## src/impec_pkg.sv

```systemverilog
/*
  Package for the interrupt mask and failed PIO capture block.
  Holds register offsets, field positions, reset values and the carrier structs.
  Assumes the PCI target logic has already matched the access to its window.
*/
`default_nettype none

package impec_pkg;

  localparam int unsigned IMPEC_DATA_W = 32;
  localparam int unsigned IMPEC_ADDR_W = 12;

  // Offsets within the memory window.
  localparam logic [11:0] IMPEC_MEM_SET_OFS = 12'h1e8;
  localparam logic [11:0] IMPEC_MEM_CLR_OFS = 12'h1ec;
  localparam logic [11:0] IMPEC_MEM_CAP_OFS = 12'h1f0;

  // Offsets within the I/O window: a base plus a register offset.
  localparam logic [11:0] IMPEC_IO_BASE     = 12'h100;
  localparam logic [11:0] IMPEC_IO_SET_OFS  = 12'h0e8;
  localparam logic [11:0] IMPEC_IO_CLR_OFS  = 12'h0ec;
  localparam logic [11:0] IMPEC_IO_CAP_OFS  = 12'h0f0;

  // Reset values.
  localparam logic [31:0] IMPEC_MASK_RESET  = 32'hffff_ffff;
  localparam logic [31:0] IMPEC_CAP_RESET   = 32'h0000_0000;

  // Field positions of the capture register.
  localparam int unsigned IMPEC_CAP_READ_BIT = 0;
  localparam int unsigned IMPEC_CAP_RSVD_BIT = 1;
  localparam int unsigned IMPEC_CAP_ADDR_LSB = 2;

  // One register access from the PCI target.
  typedef struct packed {
    logic        req;
    logic        is_io;
    logic        write;
    logic [11:0] addr;
    logic [31:0] wdata;
  } impec_reg_req_t;

  // One failed programmed-I/O access.
  typedef struct packed {
    logic        fail;
    logic        read;
    logic [31:0] addr;
  } impec_pio_fail_t;

  // Register selects out of the decoder.
  typedef struct packed {
    logic set;
    logic clr;
    logic cap;
  } impec_sel_t;

endpackage

`default_nettype wire

```

## src/impec_decode.sv

```systemverilog
/*
  Window decoder for the mask views and the capture register.
  Assumes only the low offset bits of an already claimed window are presented.
*/
`timescale 1ns/1ps
`default_nettype none

module impec_decode
  import impec_pkg::*;
(
  // Access
  input  wire logic        req,
  input  wire logic        is_io,
  input  wire logic [11:0] addr,
  // Selects
  output var impec_sel_t   sel
);

  localparam logic [11:0] IO_SET = 12'(IMPEC_IO_BASE + IMPEC_IO_SET_OFS);
  localparam logic [11:0] IO_CLR = 12'(IMPEC_IO_BASE + IMPEC_IO_CLR_OFS);
  localparam logic [11:0] IO_CAP = 12'(IMPEC_IO_BASE + IMPEC_IO_CAP_OFS);

  always_comb
  begin
    sel = '0;
    if (req && !is_io)
    begin
      sel.set = (addr == IMPEC_MEM_SET_OFS);
      sel.clr = (addr == IMPEC_MEM_CLR_OFS);
      sel.cap = (addr == IMPEC_MEM_CAP_OFS);
    end
    else if (req && is_io)
    begin
      sel.set = (addr == IO_SET);
      sel.clr = (addr == IO_CLR);
      sel.cap = (addr == IO_CAP);
    end
  end

endmodule

`default_nettype wire

```

## src/impec_top.sv

```systemverilog
/*
  Interrupt mask with set and clear views, interrupt line drive, and capture
  of the first failed programmed-I/O access.
  Assumes the PCI target presents one access per request pulse, synchronous to
  ref_clk, and that the interrupt status register lives outside this block.
*/
// Operation
// - A mask bit at one keeps the interrupt line from being driven by that source even when its status bit is one.
// - After reset all 32 mask bits read as one.
// - The memory window decodes the mask set view at 1E8h and the clear view at 1ECh.
// - The I/O window decodes the mask set view at 100h+E8h and the clear view at 100h+ECh.
// - A failed PIO access to the device has its PCI address captured, first failure only.
// - While a PIO error flag is raised in the status register the captured address stays frozen.
// - Bit 1 of the capture register always reads zero.
// - Bit 0 of the capture register is one for a failed read and zero for a failed write.
// - The capture register is read-only at 1F0h of the memory window and is zero after reset.
// - The capture register is also read-only in the I/O window at 100h+F0h.
// - The interrupt line is driven whenever any status bit is one with its mask bit zero.
`timescale 1ns/1ps
`default_nettype none

module impec_top
  import impec_pkg::*;
#(
  parameter int unsigned N_SRC       = 32,
  parameter logic [31:0] PIO_ERR_SEL = 32'h0000_fff8
)
(
  // Clock and reset
  input  wire logic            ref_clk,
  input  wire logic            rstn,
  // Register access
  input  wire impec_reg_req_t  reg_req,
  output logic [31:0]          reg_rdata,
  output logic                 reg_rvalid,
  // Interrupt sources and failed accesses
  input  wire logic [31:0]     irq_status,
  input  wire impec_pio_fail_t pio_fail,
  // Open-drain interrupt pin, active low
  output logic                 inta_n_o,
  output logic                 inta_n_oe
);

  if (N_SRC != IMPEC_DATA_W)
  begin : g_bad_width
    $error("impec_top supports exactly 32 interrupt sources");
  end

  impec_sel_t  sel;
  logic [31:0] mask_q;
  logic [31:0] cap_q;
  logic        lock_q;
  logic        lock_free;
  logic        pio_flag;
  logic        pio_flag_q;
  logic        frozen;
  logic [31:0] rdata_q;
  logic        rvalid_q;
  logic        drive_q;

  impec_decode u_decode (
    .req   (reg_req.req),
    .is_io (reg_req.is_io),
    .addr  (reg_req.addr),
    .sel   (sel)
  );

  // Mask register: both views act on the same bits; writes to the clear
  // view after a set in the same cycle cannot occur since one access is taken.
  always_ff @(posedge ref_clk or negedge rstn)
  begin
    if (!rstn)
      mask_q <= IMPEC_MASK_RESET;
    else if (reg_req.write && sel.set)
      mask_q <= mask_q | reg_req.wdata;
    else if (reg_req.write && sel.clr)
      mask_q <= mask_q & ~reg_req.wdata;
  end

  // Freezing: the status flag may rise a few cycles after the failure, so a
  // local lock bridges that gap and is released only when the flag falls.
  assign pio_flag  = |(irq_status & PIO_ERR_SEL);
  assign lock_free = pio_flag_q && !pio_flag;
  // The lock stops freezing in its release cycle, so a failure that lands on
  // the falling flag is captured rather than lost.
  assign frozen    = (lock_q && !lock_free) || pio_flag;

  always_ff @(posedge ref_clk or negedge rstn)
  begin
    if (!rstn)
      pio_flag_q <= 1'b0;
    else
      pio_flag_q <= pio_flag;
  end

  // A new failure wins over the release of the lock.
  always_ff @(posedge ref_clk or negedge rstn)
  begin
    if (!rstn)
      lock_q <= 1'b0;
    else if (pio_fail.fail && !frozen)
      lock_q <= 1'b1;
    else if (lock_free)
      lock_q <= 1'b0;
  end

  // Capture register: no write path exists, so both views are read-only.
  always_ff @(posedge ref_clk or negedge rstn)
  begin
    if (!rstn)
      cap_q <= IMPEC_CAP_RESET;
    else if (pio_fail.fail && !frozen)
    begin
      cap_q[31:IMPEC_CAP_ADDR_LSB]  <= pio_fail.addr[31:IMPEC_CAP_ADDR_LSB];
      cap_q[IMPEC_CAP_RSVD_BIT]     <= 1'b0;
      cap_q[IMPEC_CAP_READ_BIT]     <= pio_fail.read;
    end
  end

  // Read path: one cycle after the request; unmapped offsets read zero.
  always_ff @(posedge ref_clk or negedge rstn)
  begin
    if (!rstn)
    begin
      rdata_q  <= '0;
      rvalid_q <= 1'b0;
    end
    else
    begin
      rvalid_q <= reg_req.req && !reg_req.write;
      if (reg_req.req && !reg_req.write)
      begin
        if (sel.set || sel.clr)
          rdata_q <= mask_q;
        else if (sel.cap)
          rdata_q <= cap_q;
        else
          rdata_q <= '0;
      end
    end
  end

  // Interrupt drive is registered so the pin comes straight from a flop.
  always_ff @(posedge ref_clk or negedge rstn)
  begin
    if (!rstn)
      drive_q <= 1'b0;
    else
      drive_q <= |(irq_status & ~mask_q);
  end

  assign reg_rdata  = rdata_q;
  assign reg_rvalid = rvalid_q;
  assign inta_n_oe  = drive_q;
  assign inta_n_o   = 1'b0;

  // Checks.
  logic seen_q;

  always_ff @(posedge ref_clk or negedge rstn)
  begin
    if (!rstn)
      seen_q <= 1'b0;
    else
      seen_q <= 1'b1;
  end
endmodule

`default_nettype wire

```

## config.mk

```make
export PLATFORM = sky130hd
export DESIGN_NAME = impec_top
export DESIGN_NICKNAME = d
export VERILOG_FILES = /design/src/impec_pkg.sv /design/src/impec_decode.sv /design/src/impec_top.sv
export SDC_FILE = /design/constraint.sdc
export NUM_CORES = 1
export LEC_CHECK = 0
export BUFFER_PORTS_ARGS = -buffer_cell sky130_fd_sc_hd__clkbuf_2
export CORE_MARGIN = 1.5
export CORE_UTILIZATION = 50
export DETAILED_ROUTE_END_ITERATION = 16
export GPL_ROUTABILITY_DRIVEN = 0
export HOLD_SLACK_MARGIN = 0.12
export PLACE_DENSITY = 0.9
export SLEW_MARGIN = 5
export SYNTH_ARGS = -nofsm -noshare
export SYNTH_HDL_FRONTEND = slang
export SYNTH_SLANG_ARGS = --single-unit
```

## constraint.sdc

```tcl
create_clock -name ref_clk -period 1.9 [get_ports ref_clk]
set_input_delay 0.285 -clock ref_clk [delete_from_list [all_inputs] [get_ports ref_clk]]
set_output_delay 0.285 -clock ref_clk [all_outputs]
set_load 0.005 [all_outputs]
```

==> Word-level counts from Yosys, hierarchy flattened <==
Index checks and enable logic that the tools add are counted.
{ "classes": {"mux": 8, "bitwise_logic": 5, "n_reduce_logical": 19, "eq_ne": 3} }
{ "ops": {"columns": ["cell", "count"], "rows": [
  ["32-bit two-way mux", 4],
  ["32-bit AND", 2],
  ["32-bit inverter", 2],
  ["12-bit by 9-bit == test with 1-bit output, second input constant", 3],
  ["32-bit OR", 1],
  ["32-bit OR reduction", 1],
  ["13-bit OR reduction", 1],
  ["1-bit logical AND", 8],
  ["3-bit two-way mux", 2],
  ["1-bit zero test", 5],
  ["2-bit nonzero test", 2],
  ["1-bit logical OR", 2],
  ["1-bit two-way mux", 2]
]} }
{ "totals": {"wordCells": 42, "input_bits": 115, "reg_bits": 99, "out_inout_bits": 35} }

==> Depth between registers and ports, before layout <==
{ "logic_depth": {"ltp_word": 9, "ltp_mapped": 7, "mapped_depth_nobuf": 4} }

==> By module <==
A second synthesis with hierarchy kept.
{ "unflattened": {"cells_unflattened": 430, "area_unflattened_um2": 4479.3} }
{ "by_module_without_submodules": {"columns": ["module", "seq_area_each_um2", "instances", "area_per_inst_um2", "cells_per_inst"], "rows": [
  ["impec_top", 2517.4, 1, 4391.7, 420],
  ["impec_decode", 0.0, 1, 87.6, 10]
]} }

==> Worst setup path before layout <==
Ideal clock, no wire load.
{ "synth_timing": {"path_kind": "input-to-reg", "from": "in irq_status[3]", "to": "reg cap_q[0]", "setup_ns": 0.125, "t_arrival_ns": 1.543, "path_slack_ns": 0.232, "path_stages": 5, "required_ns": 1.775, "path_buffers": 1, "cell_sequence": "nor4_1 > nand4_1 > a211oi_4 > buf_6 > mux2_2"} }
{ "synth_between": {"elab_chain_cells": 8} }
{ "synth_rtl": {"columns": ["item", "line", "rtl"], "rows": [
  ["start, declared", "impec_top.sv:37", "input wire logic [31:0] irq_status,"],
  ["13-bit OR reduction (*)", "impec_top.sv:82", "assign pio_flag = |(irq_status & PIO_ERR_SEL);"],
  ["via pio_flag", "impec_top.sv:54", "logic pio_flag;"],
  ["1-bit zero test", "impec_top.sv:83", "assign lock_free = pio_flag_q && !pio_flag;"],
  ["1-bit logical AND", "impec_top.sv:83", null],
  ["1-bit zero test", "impec_top.sv:86", "assign frozen = (lock_q && !lock_free) || pio_flag;"],
  ["1-bit logical AND", "impec_top.sv:86", null],
  ["1-bit logical OR (*)", "impec_top.sv:86", null],
  ["1-bit zero test (*)", "impec_top.sv:112", "else if (pio_fail.fail && !frozen)"],
  ["1-bit logical AND (*)", "impec_top.sv:112", null],
  ["end signal, assigned by index", "impec_top.sv:114", "cap_q[31:IMPEC_CAP_ADDR_LSB] <= pio_fail.addr[31:IMPEC_CAP_ADDR_LSB];"],
  ["end signal, assigned by index", "impec_top.sv:116", "cap_q[IMPEC_CAP_READ_BIT] <= pio_fail.read;"],
  ["end, declared", "impec_top.sv:51", "logic [31:0] cap_q;"]
]} }
Mark *: on every way through the listed nets, which the timed path passes. The rest lies on a longest branch.
A chain may end at the register's enable or synchronous reset.

==> Final worst setup path <==
{ "layout_timing": {"from": "in irq_status[3]", "to": "reg cap_q[14]"} }
The elaborated chain is that of the path after synthesis.

==> run metrics <==
CTS tree=yes; count leader, synth=dfrtp_1; Routed met3 length=848 µm; Antenna Nets Post-Route=0; FF/Latch Area=roughly 0.0025 mm²; PD cells=675 mW/mm²; critical path type=in2reg; Initial DRC Count=241; Post-CTS Setup Inserts=0; routed vias=approximately 3500; Post-Synthesis Cell Area=0.00442 mm²; drt first pass iters=5; Non-Filler Instances=618; RR Startpoint=lock_q$_DFFE_PN0P_; net count after synthesis=473; clock buffer depth=2; worst setup path end=cap_q[14]$_DFFE_PN0P_; Congestion Overflow GR=0; Sum Neg Setup Slack=0 ps; Remaining DRCs=0; Final Hold Vio Count=0; DRT met1 WL=4680 µm; clk slew on worst S/H paths=100 ps; RSZ-0062 raised after global routing=no; Hold Crit Class=in2reg; latest clock arrival within the worst-skew pair=360 ps; Core Area=0.00864 mm²; CP Capture Type=flop; Post-synth EDFFs=0; Worst Path Arrival=1900 ps; Post-synth top cells=dfrtp_1, inv_1; Via density=between 5 and 6; crit path from=irq_status[3]; fmax=601 MHz; WL met2=5890 µm; Yosys cell types=28; CTS buffer count=9; Worst Skew=17.4 ps; # Max-Cap Violations=0; YS warnings=0; Slew Limit Fails=0; final setup fails=0; Yosys reg bits=99; detailed-route wire length per cell=19.2 µm; Tcrit/Tclk final=0.876; first-pass GRT wire length=19100 µm; row count=34; Worst Reg-to-Reg Cells=3; pin count of the biggest net entering global routing=46; startpoint types=input pin; number of top-level pins=150; Max VDD drop=between 0.4 and 0.5 mV; H-tree levels=3; initial core utilization=0.512; ant diodes=0; initial antenna violation count=0; # nets final=620; top cells by area, synth=dfrtp_1, dfstp_2, mux2_2, mux2i_1, a221o_1; largest area contributor in the synthesized netlist=dfrtp_1; CTS Sinks=approximately 100; leak pwr=3.18 nW; final wirelength=around 12000 µm; die width=97.1 µm; Total GRT Usage=0.261; die height=97.1 µm; vias in the first global route=3803; Most used DFF post-synth=dfrtp_1; reg-to-reg slack, setup=approximately 430 ps; mean post-synth cell area=~12 µm²; ys async rst share=1.00; PortBufs=145; Worst EP required=2140 ps; Worst Path Max Fanout=27; minimum clock period=about 1700 ps; Top Metal Used=met4; Synth-to-Final Area Change=24.9%; fraction of layout cells with a size suffix above 1=0.469; top cell type's share of synthesized area=0.379; status=finished clean; die area=0.00942 mm²; fill cell count=704; DP HPWL=roughly 8700 µm; synthesized instance count=358; clock root cell=clkbuf_8; RR Endpoint=cap_q[14]$_DFFE_PN0P_; Post-CTS Resized=0; post-synthesis sequential area ratio=0.569; Multi-input gate area=0.00164 mm²; number of cells after detailed placement=601
[final cells by class]
type	instances	share of cell area
clock inverters	5	0.0113
well taps	108	0.0244
multi-input cells	197	0.296
repair buffers	163	0.163
flip-flops and latches	99	0.455
inverters	35	0.0238
clock buffers	11	0.0256
[critical path, cell delays in order]
cell and delay [ps]:
clkbuf_2 90, nor4_1 310, nand4_1 290, a211oi_4 310
buf_12 250, mux2_2 370
[how the worst min path moves through the flow]
stage / start / end / slack, ps / cells past startpoint
2_1_floorplan: rstn / cap_q[0]$_DFFE_PN0P_ / -10 / 0
3_3_place_gp: rstn / reg_rdata[11]$_DFFE_PN0P_ / 280 / 1
3_5_place_dp: rstn / cap_q[11]$_DFFE_PN0P_ / 290 / 1
4_1_cts: pio_fail[9] / cap_q[9]$_DFFE_PN0P_ / 140 / 2
5_1_grt: pio_fail[8] / cap_q[8]$_DFFE_PN0P_ / 140 / 2
6_report: pio_fail[9] / cap_q[9]$_DFFE_PN0P_ / 150 / 2
[layout by cell type, fill, tap and decap left out, types with 2 or more instances in the layout]
cell        Yosys  routed
clkbuf_2        0     144
and2_1         32      32
mux2_2         29      29
nand4_1         2       2
a221o_1        31      31
buf_12          0       3
mux2i_1        32      32
clkbuf_8        0      10
nor2_1          2       2
a22oi_1        16      16
nand3_1        32      32
clkinv_4        0       2
inv_1          35      35
dfrtp_1        67      67
and4_1          6       6
o21ai_0         2       2
nor4_1          2       2
mux2_1          2       2
dfstp_2        32      32
clkinvlp_4      0       2
buf_4           1      15
[cell families (layout without fill, tap and decap cells)]
| family | after synthesis | after routing | share of synthesized area |
|---|---|---|---|
| AND/OR/NAND/NOR | 82 | 82 | 0.112 |
| AO/OA/AOI/OAI | 51 | 51 | 0.106 |
| flip-flops | 99 | 99 | 0.569 |
| buffers and inverters | 62 | 214 | 0.0611 |
| other | 1 | 1 | 0.000848 |
| multiplexers | 63 | 63 | 0.151 |
[power breakdown]
| part | switching [mW] | total, mW | leakage, nW | internal, mW |
|---|---|---|---|---|
| combinational | 0.131 | 0.242 | 1.82 | 0.111 |
| clock | 0.720 | 1.37 | 0.0957 | 0.650 |
| sequential | 0.00254 | 2.12 | 1.27 | 2.12 |
| total | 0.854 | 3.73 | 3.18 | 2.88 |
[through the flow]
step,setup WS (ps),instance area [µm²],hold slack [ps],power [mW],util
final,236,5530,149,3.73,0.640
after global routing,133,5530,137,3.86,0.640
after CTS,245,5530,141,3.76,0.640
after detailed placement,-124,5310,287,2.40,0.615
after global placement,-39.7,5310,282,2.39,0.615
after floorplan,232,4420,-10.6,2.20,-
[metal layers]
layer / GRT usage / up-vias
met2: 0.429 / 178
met5: 0 / -
met4: 0.123 / 0
met1: 0.332 / 1740
met3: 0.0554 / 39
li1: - / 1572
[timing repair]
item,4_1_cts,5_1_grt
hold endpoints to repair,28,0
endpoints found under the setup margin,0,0
hold buffers,1,0
Note: power is estimated with default switching activity, not from simulation.
